`src/rtl/qsk_pkg.sv`:
```
// Purpose: Shared constants and carrier types for the burst and fault controller
// Assumes: 10 MHz system clock
// Notes: Times kept in their own unit, cycle counts derived from them
package qsk_pkg;

    localparam int unsigned CLK_HZ = 10000000;
    localparam int unsigned QUIET_US = 1250;
    localparam int unsigned QUIET_CYCLES = (QUIET_US * (CLK_HZ / 1000000));
    localparam int unsigned AUTOREC_MS = 1200;
    localparam int unsigned AUTOREC_CYCLES = AUTOREC_MS * (CLK_HZ / 1000);
    localparam logic [1:0] BURST_PULSES = 2'h3;
    localparam logic [4:0] BIN_MAX = 5'h11;
    // Threshold codes in mV, bin 0 to bin 17
    localparam logic [7:0] CS_MIN_MV [0:17] = '{
        8'h50, 8'h5A, 8'h64, 8'h6E, 8'h78, 8'h7D, 8'h87, 8'h8C, 8'h96,
        8'h9B, 8'hA0, 8'hA5, 8'hAF, 8'hB4, 8'hB9, 8'hBE, 8'hC3, 8'hC8
    };
    localparam logic [7:0] CS_MIN_RESET = 8'hC8;
    localparam logic [4:0] BIN_RESET = 5'h11;

    // Comparator flags from the analog front end
    typedef struct packed {
        logic skip_below;
        logic skip_exit;
        logic burst_exit;
        logic freq_at_min;
        logic valley;
        logic demag_end;
        logic drive_on;
        logic abnormal_overcurrent_fault;
        logic overvoltage_fault;
        logic latch_input;
        logic nonlatch_fault;
        logic autorec_fault;
        logic supply_turn_on_level;
        logic supply_reset_level;
        logic line_removal;
    } flags_s;

    typedef enum logic [3:0] {
        ST_RUN = 4'h1,
        ST_BURST_ON = 4'h2,
        ST_BURST_OFF = 4'h4,
        ST_FAULT = 4'h8
    } burst_e;

    typedef enum logic [1:0] {
        FM_NONE = 2'h0,
        FM_LATCH = 2'h1,
        FM_RESTART = 2'h2,
        FM_AUTOREC = 2'h3
    } fault_mode_e;

endpackage : qsk_pkg

```
`src/rtl/quiet_skip_burst_fault_control.sv`:
```
// Purpose: Quiet-skip burst sequencing, minimum peak bin tuning, fault handling
// Assumes: Comparator flags asynchronous; one sys_clk at 10 MHz; sync reset
// Notes: Drive pulse edges are reported by drive_on from the power stage
//
// Summary of operation
// - Quiet timer caps burst rate at 800 Hz
// - Enter burst at 25 kHz, finish pulse
// - Skip exit resumes pulses, starts timer, counter
// - Skip entry stops after third pulse ends
// - No restart before quiet timer expires
// - Timer expiry alone never starts burst
// - Above 1 V leave burst immediately
// - Sample output voltage at demagnetization end
// - Minimum peak threshold follows sensed voltage
// - Eighteen bins map to fixed threshold codes
// - Faults sorted: latch, restart, auto-recover
// - Latching faults disable driver at once
// - Latched: no restart at turn-on level
// - Latch clears on supply reset, line removal
// - Skip below level, resume above hysteresis
// - Non-latching fault restarts at next turn-on
`timescale 1ns/1ns
module quiet_skip_burst_fault_control
    import qsk_pkg::*;
#(
    parameter int unsigned QUIET_COUNT = QUIET_CYCLES,
    parameter int unsigned AUTOREC_COUNT = AUTOREC_CYCLES
)
(
    input wire logic sys_clk,
    input wire logic reset,
    input wire logic feedback_level_below_skip,
    input wire logic feedback_level_above_exit,
    input wire logic feedback_level_above_1v,
    input wire logic freq_at_25khz,
    input wire logic valley_detect,
    input wire logic zero_cross_sense_demag_end,
    input wire logic drive_pulse_active,
    input wire logic [4:0] zero_cross_sense_bin,
    input wire logic abnormal_overcurrent_fault,
    input wire logic overvoltage_fault,
    input wire logic latch_input,
    input wire logic nonlatch_fault,
    input wire logic autorec_fault,
    input wire logic supply_turn_on_level,
    input wire logic supply_reset_level,
    input wire logic line_removal,
    output logic gate_drive_output,
    output logic burst_active,
    output logic [7:0] cs_min_code,
    output logic [4:0] sensed_bin,
    output logic [1:0] fault_mode,
    output logic fault_latched
);
    localparam int QW = $clog2(QUIET_COUNT + 1);
    localparam int AW = $clog2(AUTOREC_COUNT + 1);

    // =====================================================================
    // Input synchronisation
    // =====================================================================
    flags_s raw;
    flags_s f;
    logic [4:0] bin_m_q;
    logic [4:0] bin_s_q;
    logic [4:0] bin_t_q;

    always_comb begin
        raw.skip_below = feedback_level_below_skip;
        raw.skip_exit = feedback_level_above_exit;
        raw.burst_exit = feedback_level_above_1v;
        raw.freq_at_min = freq_at_25khz;
        raw.valley = valley_detect;
        raw.demag_end = zero_cross_sense_demag_end;
        raw.drive_on = drive_pulse_active;
        raw.abnormal_overcurrent_fault = abnormal_overcurrent_fault;
        raw.overvoltage_fault = overvoltage_fault;
        raw.latch_input = latch_input;
        raw.nonlatch_fault = nonlatch_fault;
        raw.autorec_fault = autorec_fault;
        raw.supply_turn_on_level = supply_turn_on_level;
        raw.supply_reset_level = supply_reset_level;
        raw.line_removal = line_removal;
    end

    flag_sync u_sync (
        .sys_clk(sys_clk),
        .reset(reset),
        .flags_raw(raw),
        .flags_sync(f)
    );

    // Bin code from the sense quantiser, synchronised as a level
    always_ff @(posedge sys_clk) begin
        if (reset) begin
            bin_m_q <= '0;
            bin_s_q <= '0;
            bin_t_q <= '0;
        end else begin
            bin_m_q <= zero_cross_sense_bin;
            bin_s_q <= bin_m_q;
            bin_t_q <= bin_s_q;
        end
    end

    function automatic logic [7:0] bin_to_code(input logic [4:0] b);
        logic [4:0] c;
        c = (b > BIN_MAX) ? BIN_MAX : b;
        return CS_MIN_MV[c];
    endfunction : bin_to_code

    // =====================================================================
    // State
    // =====================================================================
    typedef struct packed {
        burst_e st;
        logic [QW-1:0] quiet_cnt;
        logic [1:0] pulse_cnt;
        logic stop_req;
        logic drive_prev;
        logic demag_prev;
        logic [4:0] bin;
        logic [7:0] code;
        fault_mode_e mode;
        logic latched;
        logic burst;
        logic [AW-1:0] ar_cnt;
        logic gate;
        logic supply_on_prev;
    } state_s;

    state_s s_q;
    state_s s_d;

    logic pulse_end;
    logic demag_rise;
    logic quiet_done;
    logic latch_hit;
    logic on_rise;
    logic any_fault;

    always_comb begin
        pulse_end = s_q.drive_prev && !f.drive_on;
        demag_rise = f.demag_end && !s_q.demag_prev;
        quiet_done = (s_q.quiet_cnt == '0);
        latch_hit = f.abnormal_overcurrent_fault || f.overvoltage_fault || f.latch_input;
        on_rise = f.supply_turn_on_level && !s_q.supply_on_prev;
        any_fault = latch_hit || f.nonlatch_fault || f.autorec_fault;
    end

    always_comb begin
        s_d = s_q;
        s_d.drive_prev = f.drive_on;
        s_d.demag_prev = f.demag_end;
        s_d.supply_on_prev = f.supply_turn_on_level;

        // Quiet timer counts down to zero
        if (!quiet_done) begin
            s_d.quiet_cnt = s_q.quiet_cnt - QW'(1);
        end

        // Pulse counter saturates at three
        if (pulse_end && s_q.pulse_cnt != BURST_PULSES) begin
            s_d.pulse_cnt = s_q.pulse_cnt + 2'h1;
        end

        // Output voltage sample at demag end, steady bin word only
        if (demag_rise && bin_s_q == bin_t_q) begin
            s_d.bin = (bin_s_q > BIN_MAX) ? BIN_MAX : bin_s_q;
            s_d.code = bin_to_code(bin_s_q);
        end

        // =================================================================
        // Fault classification and recovery
        // =================================================================
        if (latch_hit) begin
            s_d.mode = FM_LATCH;
            s_d.latched = 1'b1;
        end else if (s_q.mode != FM_LATCH && f.autorec_fault) begin
            s_d.mode = FM_AUTOREC;
            s_d.ar_cnt = AW'(AUTOREC_COUNT);
        end else if (s_q.mode == FM_NONE && f.nonlatch_fault) begin
            s_d.mode = FM_RESTART;
        end

        case (s_q.mode)
            FM_LATCH: begin
                if (!latch_hit && (f.supply_reset_level || f.line_removal)) begin
                    s_d.mode = FM_RESTART;
                    s_d.latched = 1'b0;
                end
            end
            FM_RESTART: begin
                // Restart only once fault gone and supply reaches turn-on
                if (!any_fault && on_rise) begin
                    s_d.mode = FM_NONE;
                end
            end
            FM_AUTOREC: begin
                if (s_q.ar_cnt != '0) begin
                    s_d.ar_cnt = s_q.ar_cnt - AW'(1);
                end else if (!f.autorec_fault && on_rise) begin
                    s_d.mode = FM_NONE;
                end
            end
            default: begin
            end
        endcase

        // =================================================================
        // Burst sequencer
        // =================================================================
        case (s_q.st)
            ST_RUN: begin
                s_d.gate = 1'b1;
                if (f.freq_at_min && f.skip_below) begin
                    s_d.stop_req = 1'b1;
                end
                if ((s_q.stop_req || (f.freq_at_min && f.skip_below))
                        && pulse_end) begin
                    s_d.st = ST_BURST_OFF;
                    s_d.gate = 1'b0;
                    s_d.stop_req = 1'b0;
                end
            end
            ST_BURST_OFF: begin
                s_d.gate = 1'b0;
                if (f.burst_exit) begin
                    s_d.st = ST_RUN;
                    s_d.gate = 1'b1;
                end else if (f.skip_exit && quiet_done) begin
                    s_d.st = ST_BURST_ON;
                    s_d.gate = 1'b1;
                    s_d.quiet_cnt = QW'(QUIET_COUNT);
                    s_d.pulse_cnt = 2'h0;
                    s_d.stop_req = 1'b0;
                end
            end
            ST_BURST_ON: begin
                s_d.gate = 1'b1;
                if (f.skip_below) begin
                    s_d.stop_req = 1'b1;
                end
                if (f.burst_exit) begin
                    s_d.st = ST_RUN;
                    s_d.stop_req = 1'b0;
                end else if ((s_q.stop_req || f.skip_below) && pulse_end
                        && s_d.pulse_cnt == BURST_PULSES) begin
                    s_d.st = ST_BURST_OFF;
                    s_d.gate = 1'b0;
                    s_d.stop_req = 1'b0;
                end
            end
            ST_FAULT: begin
                s_d.gate = 1'b0;
                if (s_q.mode == FM_NONE && s_d.mode == FM_NONE) begin
                    s_d.st = ST_RUN;
                    s_d.gate = 1'b1;
                end
            end
            default: begin
                s_d.st = ST_FAULT;
                s_d.gate = 1'b0;
            end
        endcase

        // Faults override the sequencer at once
        if (any_fault || s_d.mode != FM_NONE) begin
            s_d.st = ST_FAULT;
            s_d.gate = 1'b0;
            s_d.stop_req = 1'b0;
        end
        s_d.burst = (s_d.st == ST_BURST_ON) || (s_d.st == ST_BURST_OFF);
    end

    always_ff @(posedge sys_clk) begin
        if (reset) begin
            s_q.st <= ST_FAULT;
            s_q.quiet_cnt <= '0;
            s_q.pulse_cnt <= 2'h0;
            s_q.stop_req <= 1'b0;
            s_q.drive_prev <= 1'b0;
            s_q.demag_prev <= 1'b0;
            s_q.bin <= BIN_RESET;
            s_q.code <= CS_MIN_RESET;
            s_q.mode <= FM_NONE;
            s_q.latched <= 1'b0;
            s_q.burst <= 1'b0;
            s_q.ar_cnt <= '0;
            s_q.gate <= 1'b0;
            s_q.supply_on_prev <= 1'b0;
        end else begin
            s_q <= s_d;
        end
    end

    assign gate_drive_output = s_q.gate;
    assign burst_active = s_q.burst;
    assign cs_min_code = s_q.code;
    assign sensed_bin = s_q.bin;
    assign fault_mode = s_q.mode;
    assign fault_latched = s_q.latched;

endmodule : quiet_skip_burst_fault_control

```
`src/rtl/flag_sync.sv`:
```
// Purpose: Two-stage synchroniser for a bundle of comparator flags
// Assumes: Flags are asynchronous to sys_clk
// Notes: First stage feeds only the second stage
`timescale 1ns/1ns
module flag_sync
    import qsk_pkg::*;
(
    input wire logic sys_clk,
    input wire logic reset,
    input wire flags_s flags_raw,
    output flags_s flags_sync
);
    typedef struct packed {
        flags_s meta;
        flags_s sync;
    } state_s;

    state_s s_q;
    state_s s_d;

    always_comb begin
        s_d.meta = flags_raw;
        s_d.sync = s_q.meta;
    end

    always_ff @(posedge sys_clk) begin
        if (reset) begin
            s_q <= '0;
        end else begin
            s_q <= s_d;
        end
    end

    assign flags_sync = s_q.sync;

endmodule : flag_sync

```
`config.mk`:
```
export PLATFORM = sky130hd
export DESIGN_NAME = quiet_skip_burst_fault_control
export DESIGN_NICKNAME = d
export VERILOG_FILES = /design/src/rtl/qsk_pkg.sv /design/src/rtl/quiet_skip_burst_fault_control.sv /design/src/rtl/flag_sync.sv
export SDC_FILE = /design/constraint.sdc
export NUM_CORES = 1
export LEC_CHECK = 0
export ABC_AREA = 1
export BUFFER_PORTS_ARGS = -buffer_cell sky130_fd_sc_hd__buf_4
export CAP_MARGIN = 10
export CORE_MARGIN = 2
export CORE_UTILIZATION = 45
export DETAILED_ROUTE_END_ITERATION = 7
export PLACE_DENSITY = 0.67
export SYNTH_ARGS = -nofsm -noshare
export SYNTH_HDL_FRONTEND = slang
export SYNTH_HIERARCHICAL = 1
export SYNTH_SLANG_ARGS = --single-unit
```
`constraint.sdc`:
```
create_clock -name sys_clk -period 4.1 [get_ports sys_clk]
set_input_delay 0.615 -clock sys_clk [delete_from_list [all_inputs] [get_ports sys_clk]]
set_output_delay 0.615 -clock sys_clk [all_outputs]
set_load 0.02 [all_outputs]
```
==> results of run 1 <==
routing by layer:
metal / GRT usage [%] / vias up
met5: 0 / -
met4: 5.021 / 0
met3: 4.409 / 8
met2: 30.57 / 82
met1: 21.21 / 1955
li1: - / 2299
worst max-delay path: stages (launching register included):
cell,delay (ns)
dfxtp_1,0.37
inv_1,0.09
ha_1,0.23
inv_1,0.06
nor2_1,0.03
nand2_1,0.10
nor2_4,0.05
nand3_4,0.10
nand2_4,0.14
inv_2,0.26
nor2_1,0.11
nor2_1,0.20
inv_2,0.13
nor3b_1,0.18
power by group through the flow:
stage	combinational (W)	sequential, W	clock [W]
6_report	0.000764	0.00123	0.000852
5_1_grt	0.000879	0.00124	0.000914
4_1_cts	0.000766	0.00122	0.000876
3_5_place_dp	0.000763	0.00125	0
3_3_place_gp	0.000742	0.00124	0
2_1_floorplan	0.000619	0.00123	0
final timing paths:
path	from	to	slack, ns
hold / removal	bin_m_q[2]	bin_s_q[2]	0.40
setup reg to reg	s_q[2]	s_q[7]	2.00
hold reg to reg	bin_m_q[2]	bin_s_q[2]	0.40
setup / recovery	s_q[2]	s_q[7]	2.00
registers in the layout, indices dropped and copies added (netlist names), 2 cells and up:
| register | flops |
|---|---|
| bin_s_q | 5 |
| bin_m_q | 5 |
| sensed_bin | 5 |
| fault_mode | 2 |
| s_q | 48 |
| u_sync/flags_sync | 14 |
| cs_min_code | 8 |
| u_sync/s_d | 14 |
| bin_t_q | 5 |
final cells by class:
| type | count | area, um2 |
|---|---|---|
| Sequential cell | 109 | 2182 |
| Fill cell | 1122 | 5559 |
| Inverter | 130 | 488.0 |
| Multi-Input combinational cell | 452 | 2325 |
| Tap cell | 143 | 178.9 |
| Clock buffer | 11 | 252.7 |
| Timing Repair Buffer | 39 | 292.8 |
| Clock inverter | 5 | 42.54 |
through the flow:
stage / std cells / power [W] / instance area [um2]
4_1_cts: 889 / 0.002867 / 5762
3_3_place_gp: 873 / 0.001987 / 5466
6_report: 889 / 0.002842 / 5762
3_5_place_dp: 873 / 0.002011 / 5466
5_1_grt: 889 / 0.003033 / 5762
2_1_floorplan: 719 / 0.001852 / 5184
==> summary.md, run 1 <==
| Metric | Value |
|---|---|
| Site row count | 39 |
| Clk buf depth | 2 |
| Total CTS buffers | 9 |
| Post-CTS sizing | 0 |
| Syn_nets | 751 |
| Hold crit path type | reg -> reg |
| Met2 WL | 4.960 mm |
| Fmax | 475.6 MHz |
| Most common cell after layout, fill and taps aside | nor2_1 |
| RSZ-0062 raised after global routing | false |
| CTS Sinks | 109 |
| Routed WL | 10.37 mm |
| I/O pin cnt | 40 |
| Post-route ant nets | 0 |
| # nets final | 773 |
| H-Tree Depth | 3 |
| Number of global-route vias before repair | 4,082 |
| Worst Reg-to-Reg Cells | 13 |
| Startpoint Class | flip-flop |
| Die Y-Extent | 111.3 um |
| Final-report hold violation count | 0 |
| Final setup viols | 0 |
| Pin count of the biggest net entering global routing | 54 |
| Hold_ws | 0.4016 ns |
| WL met1 | 4.839 mm |
| Hold-fix buffers, CTS | 0 |
| Final worst path period need | 2.103 ns |
| Initial DRC Count | 222 |
| Crit Path Class | reg -> reg |
| Skew final | 0.007675 ns |
| Top sig layer | met4 |
| CTS tree | yes |
| Drc violations | 0 |
| Die X | 111.3 um |
| Post-CTS Setup Bufs | 0 |
| GP Congestion | 0.8934 |
| Status | completed |
| Post-layout util | 50.90% |
| Total negative setup slack | 0 ns |
| Overall overflow remaining after global route | 0 |
| P per Cell Area | 493.2 nW/um2 |
| GRT Overall Usage | 17.42% |
| Share of cells above drive strength 1 | 12.33% |
| Synth warn | 6 |
| Max-capacitance violation count | 0 |
| First-pass GRT wire length | 17.96 mm |
| CP Capture Type | flip-flop |
| DR WL/cell | 11.66 um |
| Initial antenna violation count | 0 |
| Clock share of power | 30.0% |
| Avg Cell Area, Syn | 7.210 um2 |
| Register share of total power | 43.1% |
| Pint | 0.001895 W |
| Via density | 4.886 |
| Hold Crit Depth | 2 |
| Crit path max fanout | 16 |
| Post-DP HPWL | 7.568 mm |
| Max VDD drop | 0.0002864 V |
| Syn Inst Count | 719 |
| WL met3 | 440 um |
| Initial Util | 45.79% |
| Commonest non-fill, non-tap cells in the layout | nor2_1, inv_1, dfxtp_1, nand2_1, buf_4 |
| Switch Pwr | 0.0009472 W |
| Area growth from synthesis to final layout | 11.15% |
| First-pass DRT Iterations | 5 |
| CP arrival | 2.38 ns |
| Core area | 11,320 um2 |
| Slew @ Worst Pin | 0.7637 ns |
| Number of diodes | 0 |
| Mapped cell area | 5184 um2 |
| Clock-pin slew on the worst setup and hold paths | 0.07 ns |
| Setup WS pre-CTS | 1.980 ns |
| Max_slew headroom | 48.62% |
| Clk root buf | clkbuf_16 |
| IO buf count | 38 |
| Worst path required time | 4.38 ns |
| Final worst slack | 1.997 ns |
| Worst-Skew Late Latency | 0.35 ns |
| Comb pwr share | 26.9% |
| Switch share | 33.33% |
| Tcrit/Tclk final | 51.29% |
| Leak Pwr | 2.751 nW |
| Via count | 4,344 |
| Die ar. | 12,390 um2 |
| Max Slew Vio Count | 0 |
(Power assumes the default switching activity.)
==> inputs of run 2 (changes only) <==
==> constraint.sdc (replaced) <==
create_clock -name sys_clk -period 2.05 [get_ports sys_clk]
set_input_delay 0.3075 -clock sys_clk [delete_from_list [all_inputs] [get_ports sys_clk]]
set_output_delay 0.3075 -clock sys_clk [all_outputs]
set_load 0.02 [all_outputs]
==> run 2 against run 1 <==
Effect of this change:
- global-route usage rose by 0.50 points
- clock power rose by 110%
- routed wire length rose by 2.8%
- final area rose by 1.6%
- clock skew rose by 0.0018 ns
- critical path type unchanged
- largest power group unchanged
- highest routed layer unchanged
==> summary.md, run 2 (synthesis gave the netlist of run 1 again) <==
| Metric | Value |
|---|---|
| I/O pin cnt | 40 (unchanged) |
| Clk buf depth | 2 (unchanged) |
| Worst path required time | 2.27 ns (-2.11 ns) |
| Switch Pwr | 0.001891 W (+100%) |
| Post-layout util | 51.71% (+0.82 points) |
| Total CTS buffers | 9 (unchanged) |
| Post-route ant nets | 0 (unchanged) |
| CTS tree | yes |
| Comb pwr share | 26.6% (-0.3 points) |
| Initial Util | 45.79% (unchanged) |
| DR WL/cell | 11.88 um (+1.9%) |
| CP max-delay cell | dfxtp_1 |
| Die X | 111.3 um (unchanged) |
| Largest register FFs | 48 (unchanged) |
| # nets final | 781 (+1.0%) |
| Crit Path Class | reg -> reg |
| Overall overflow remaining after global route | 0 (unchanged) |
| CP Capture Type | flip-flop |
| Fill cells | 1,140 (+1.6%) |
| CTS Sinks | 109 (unchanged) |
| Startpoint Class | flip-flop |
| Commonest non-fill, non-tap cells in the layout | nor2_1, inv_1, dfxtp_1, nand2_1, buf_4 |
| Skew final | 0.009425 ns (+0.001750 ns) |
| Final worst path period need | 1.870 ns (-0.2325 ns) |
| Hold-fix buffers, CTS | 0 (unchanged) |
| Die ar. | 12,390 um2 (unchanged) |
| Final-report hold violation count | 0 (unchanged) |
| IO buf count | 38 (unchanged) |
| Initial DRC Count | 345 (+55%) |
| Worst path bufs/invs | 1 (-3) |
| Post-DP HPWL | 7.994 mm (+5.6%) |
| Site row count | 39 (unchanged) |
| Max_slew headroom | 65.21% (+17 points) |
| GP Congestion | 0.9237 (+3.4%) |
| Setup WS pre-CTS | 0.1242 ns (-1.855 ns) |
| Cell count after placement | 881 (+0.92%) |
| Core area | 11,320 um2 (unchanged) |
| H-Tree Depth | 3 (unchanged) |
| Crit path max fanout | 9 (-7) |
| Largest Register | s_q |
| Switch share | 32.71% (-0.62 points) |
| Total negative setup slack | 0 ns (unchanged) |
| Final worst slack | 0.1797 ns (-1.818 ns) |
| Post-CTS Setup Bufs | 0 (unchanged) |
| Clock-pin slew on the worst setup and hold paths | 0.07 ns (about the same) |
| Final setup viols | 0 (unchanged) |
| Number of diodes | 0 (unchanged) |
| Post-Layout Cell Count | 897 (+0.90%) |
| Clock share of power | 30.9% (+0.9 points) |
| Leak Pwr | 2.791 nW (+1.5%) |
| Tcrit/Tclk final | 91.24% (+40 points) |
| Max Slew Vio Count | 0 (unchanged) |
| First-pass DRT Iterations | 5 (unchanged) |
| Slew @ Worst Pin | 0.5187 ns (-0.2449 ns) |
| Pint | 0.003891 W (+110%) |
| Clk root buf | clkbuf_16 |
| Most common cell after layout, fill and taps aside | nor2_1 |
| Max VDD drop | 0.0005311 V (+85%) |
| Share of cells above drive strength 1 | 13.93% (+1.6 points) |
| Die Y-Extent | 111.3 um (unchanged) |
| GRT Overall Usage | 17.92% (+0.50 points) |
| Via density | 4.934 (+0.98%) |
| First-pass GRT wire length | 18.55 mm (+3.3%) |
| Worst-Skew Late Latency | 0.35 ns (about the same) |
| Number of global-route vias before repair | 4,225 (+3.5%) |
| Status | completed |
| Max-capacitance violation count | 0 (unchanged) |
| Drc violations | 0 (unchanged) |
| CP delay by family, top | simple AND/OR/NAND/NOR gates |
| RSZ-0062 raised after global routing | false |
| P per Cell Area | 987.7 nW/um2 (+100%) |
| Pin count of the biggest net entering global routing | 29 (-46%) |
| CP arrival | 2.09 ns (-0.29 ns) |
| Crit path cell chain | inv_1, ha_1, nand3_1, nor2_2, nand2_2, nand2_2, nor2_1, nand2_1, nor3_2, xor2_1, nor2_1 |
| Routed WL | 10.65 mm (+2.8%) |
| Register share of total power | 42.5% (-0.6 points) |
| Initial antenna violation count | 0 (unchanged) |
| Hold crit path type | in -> reg |
| Slowest stage delay, CP | 0.33 ns (-0.04 ns) |
| Via count | 4,426 (+1.9%) |
| Hold_ws | 0.1605 ns (-0.2411 ns) |
| Fmax | 534.7 MHz (+12%) |
| Area growth from synthesis to final layout | 12.94% |
## run 2: final timing paths
| check | from | to | slack (ns) | cells past startpoint |
|---|---|---|---|---|
| max reg2reg | s_q[48] | s_q[57] | 0.18 | 11 |
| min | zero_cross_sense_demag_end | u_sync/s_d[9] | 0.16 | 3 |
| max | s_q[48] | s_q[57] | 0.18 | 11 |
| min reg2reg | u_sync/s_d[5] | u_sync/flags_sync[5] | 0.40 | 2 |
## run 2: per-layer routing
metal  vias to the layer above  GRT usage (%)  part of all wire (%)
met5                         -              0                     0
met4                         0          6.914                   1.2
met3                        11          3.593                   3.3
met2                        72          30.61                    49
met1                      2035          22.41                    47
li1                       2308              -                     -
## run 2: worst reg2reg max path, delay by kind of cell (launching register included)
kind	cells	cell delay, ns
and+or+nand+nor	8	0.96
xor gates and xnor gates	1	0.16
adders and majority gates	1	0.23
DFF	1	0.33
buffers and inverters	1	0.07
## run 2: stage by stage
step	total power [W]	instance area (um2)
2_1_floorplan	0.003704	5184
3_3_place_gp	0.003982	5527
4_1_cts	0.005827	5834
5_1_grt	0.006165	5854
6_report	0.005782	5854
3_5_place_dp	0.004018	5527
## run 2: power groups by stage
stage	Clock, W	Combinational [W]	Sequential [W]
after floorplan	0	0.00124	0.00247
after detailed placement	0	0.00152	0.00250
after global routing	0.00192	0.00177	0.00248
final	0.00179	0.00154	0.00246
after global placement	0	0.00149	0.00250
after CTS	0.00184	0.00153	0.00245
## run 2: cell type report
cell class	count	area, um2	share of cell area (%)
Sequential cell	109	2182	37.27
Multi-Input combinational cell	452	2342	40.01
Timing Repair Buffer	47	352.8	6.027
Clock inverter	5	65.06	1.111
Tap cell	143	178.9	3.056
Clock buffer	11	242.7	4.146
Inverter	130	490.5	8.378
## run 2: timing repair
action,in CTS,in global routing
hold endpoints to repair,0,0
endpoints found under the setup margin,0,16
gates resized for setup,0,8
==> inputs of run 3 (changes only) <==
--- a/config.mk
+++ b/config.mk
@@ -5,7 +5,7 @@
 export SDC_FILE = /design/constraint.sdc
 export NUM_CORES = 1
 export LEC_CHECK = 0
-export ABC_AREA = 1
+export ABC_CLOCK_PERIOD_IN_PS = 2050
 export BUFFER_PORTS_ARGS = -buffer_cell sky130_fd_sc_hd__buf_4
 export CAP_MARGIN = 10
 export CORE_MARGIN = 2
==> run 3 against run 2 <==
Effect of this change:
- sequential power up 2%
- critical path depth decreased by 4
- setup slack worse by 0.14 ns
- first-iteration DRC count down 22%
- die area increased by 0.28%
- final cell count shrank 14%
- routed wire length rose by 1.8%
- via count shrank 4.8%
- combinational power rose by 16%
- non-clock buffer count rose by 39
- synthesized cell count fell by 20%
- largest cell class unchanged
- highest routed layer unchanged
- final area up 5.8%
==> summary.md, run 3 <==
| Metric | Value |
|---|---|
| Initial Util | 45.72% (-0.064 points) |
| Max Slew Vio Count | 0 (unchanged) |
| Area occupied by multi-input gates | 2795 um2 (+19%) |
| Crit path max fanout | 3 (-6) |
| Final worst slack | 0.03581 ns (-0.1439 ns) |
| Die X | 111.5 um (+0.14%) |
| H-Tree Depth | 3 (unchanged) |
| Slew @ Worst Pin | 0.4847 ns (-0.03405 ns) |
| Share of cells above drive strength 1 | 26.16% (+12 points) |
| Final worst path period need | 2.014 ns (+0.1439 ns) |
| RSZ-0062 raised after global routing | true |
| Site row count | 39 (unchanged) |
| Tcrit/Tclk final | 98.25% (+7.0 points) |
| Met3 Track Usage GR | 3.593% (unchanged) |
| Status | completed |
| Setup slack, reg-to-reg | 0.04 ns (-0.14 ns) |
| Most common cell after layout, fill and taps aside | dfxtp_1 |
| CP arrival | 2.26 ns (+0.17 ns) |
| Number of global-route vias before repair | 3,977 (-5.9%) |
| Drc violations | 0 (unchanged) |
| DR WL/cell | 14.08 um (+19%) |
| IO buf count | 38 (unchanged) |
| Crit Path Class | reg -> reg |
| GR peak layer | met2 |
| First-pass DRT Iterations | 5 (unchanged) |
| Fmax | 496.5 MHz (-7.1%) |
| Cell count after placement | 750 (-15%) |
| CP Capture Type | flip-flop |
| Fill cells | 1,010 (-11%) |
| CTS Sinks | 109 (unchanged) |
| CTS tree | yes |
| Commonest non-fill, non-tap cells in the layout | dfxtp_1, buf_4, nor2_1, a21oi_1, nor2b_1 |
| Syn_nets | 605 (-19%) |
| Initial DRC Count | 270 (-22%) |
| Clk root buf | clkbuf_16 |
| Final setup viols | 0 (unchanged) |
| Total CTS buffers | 9 (unchanged) |
| Worst Setup SP | bin_s_q[1] |
| Via count | 4,214 (-4.8%) |
| Worst Reg-to-Reg Cells | 7 (-4) |
| Max VDD drop | 0.0009651 V (+82%) |
| Largest Register | s_q |
| Crit path to | cs_min_code[3] |
| Number of diodes | 0 (unchanged) |
| Mapped cell area | 5199 um2 (+0.29%) |
| Setup WS pre-CTS | 0.008124 ns (-0.1160 ns) |
| Core area | 11,370 um2 (+0.43%) |
| Die ar. | 12,430 um2 (+0.28%) |
| Met1 usage | 23.39% (+0.98 points) |
| Register Area | 2187 um2 (+0.23%) |
| RR Startpoint | bin_s_q[1] |
| Worst-Skew Late Latency | 0.36 ns (about the same) |
| I/O pin cnt | 40 (unchanged) |
| M2 GR Usage | 26.79% (-3.8 points) |
| Routed WL | 10.84 mm (+1.8%) |
| Via density | 5.473 (+11%) |
| Avg Cell Area, Syn | 9.073 um2 (+26%) |
| Max-capacitance violation count | 0 (unchanged) |
| Leak Pwr | 2.411 nW (-14%) |
| # nets final | 654 (-16%) |
| Post-route ant nets | 0 (unchanged) |
| Synth warn | 6 (unchanged) |
| Max_slew headroom | 67.44% (+2.2 points) |
| R2r endpoint | cs_min_code[3] |
| Post-DP HPWL | 7.261 mm (-9.2%) |
| Area growth from synthesis to final layout | 19.13% |
| Syn Inst Count | 573 (-20%) |
| Largest register FFs | 48 (unchanged) |
| Pin count of the biggest net entering global routing | 90 (+210%) |
| P per Cell Area | 983.1 nW/um2 (-0.46%) |
| Worst path required time | 2.30 ns (+0.03 ns) |
| Post-Layout Cell Count | 770 (-14%) |
| Post-layout util | 54.47% (+2.8 points) |
| GP Congestion | 0.8467 (-8.3%) |
| Hold crit path type | in -> reg |
| Clk buf depth | 2 (unchanged) |
| Final-report hold violation count | 0 (unchanged) |
| Overall overflow remaining after global route | 0 (unchanged) |
| Initial antenna violation count | 0 (unchanged) |
| GRT Overall Usage | 17.15% (-0.77 points) |
| First-pass GRT wire length | 17.93 mm (-3.4%) |
| Skew final | 0.009059 ns (-0.0003659 ns) |
| Clock-pin slew on the worst setup and hold paths | 0.07 ns (about the same) |
| Startpoint Class | flip-flop |
| Die Y-Extent | 111.5 um (+0.14%) |
run 3: stage by stage:
| stage | TNS, ns | total power (W) | hold WS (ns) | cell area [um2] |
|---|---|---|---|---|
| floorplan | 0 | 0.003665 | 0.4138 | 5214 |
| global route | -0.1272 | 0.006416 | 0.1540 | 6193 |
| CTS | 0 | 0.005982 | 0.1477 | 6058 |
| detailed placement | 0 | 0.004172 | 0.4212 | 5753 |
| finish | 0 | 0.006089 | 0.1570 | 6193 |
| global placement | 0 | 0.004106 | 0.4227 | 5753 |
run 3: power breakdown:
part | switching, W | internal, W | leakage [nW]
Combinational | 0.000953 | 0.000839 | 1.37
Sequential | 0.000186 | 0.00231 | 0.894
Clock | 0.000829 | 0.000973 | 0.150
Total | 0.00197 | 0.00412 | 2.41
run 3: worst min-delay path by stage:
stage | end | startpoint | depth (start not counted)
floorplan | bin_s_q[0] | bin_m_q[0] | 1
CTS | bin_m_q[2] | zero_cross_sense_bin[2] | 2
global route | u_sync/s_d[8] | drive_pulse_active | 2
finish | u_sync/s_d[6] | overvoltage_fault | 2
global placement | bin_s_q[4] | bin_m_q[4] | 1
detailed placement | bin_s_q[4] | bin_m_q[4] | 1
run 3: what timing repair did:
action,CTS,global route
gates cloned,0,1
gates resized for setup,0,21
endpoints found under the setup margin,1,29
hold buffers,0,0
pin swaps,1,6
buffers inserted,0,3
run 3: worst max-delay path, cell delays in order (launching register included):
cell and delay [ns]:
dfxtp_1 0.31, or3_1 0.37, a21oi_2 0.22, buf_4 0.14, ha_2 0.17, a211oi_1 0.07, a211o_1 0.27, a311o_1 0.34
run 3: routing by layer:
metal	wire length, um	up-vias
met3	425	13
met2	5026	105
li1	-	2128
met5	0	-
met1	5206	1968
met4	184	0
run 3: cell type report:
cell class / count / share of cell area, %
clock buffer: 10 / 3.697
inverter: 15 / 0.9091
sequential: 109 / 35.31
clock inverter: 6 / 1.232
tap: 143 / 2.889
multi-input combinational: 401 / 45.13
timing repair buffer: 86 / 10.83
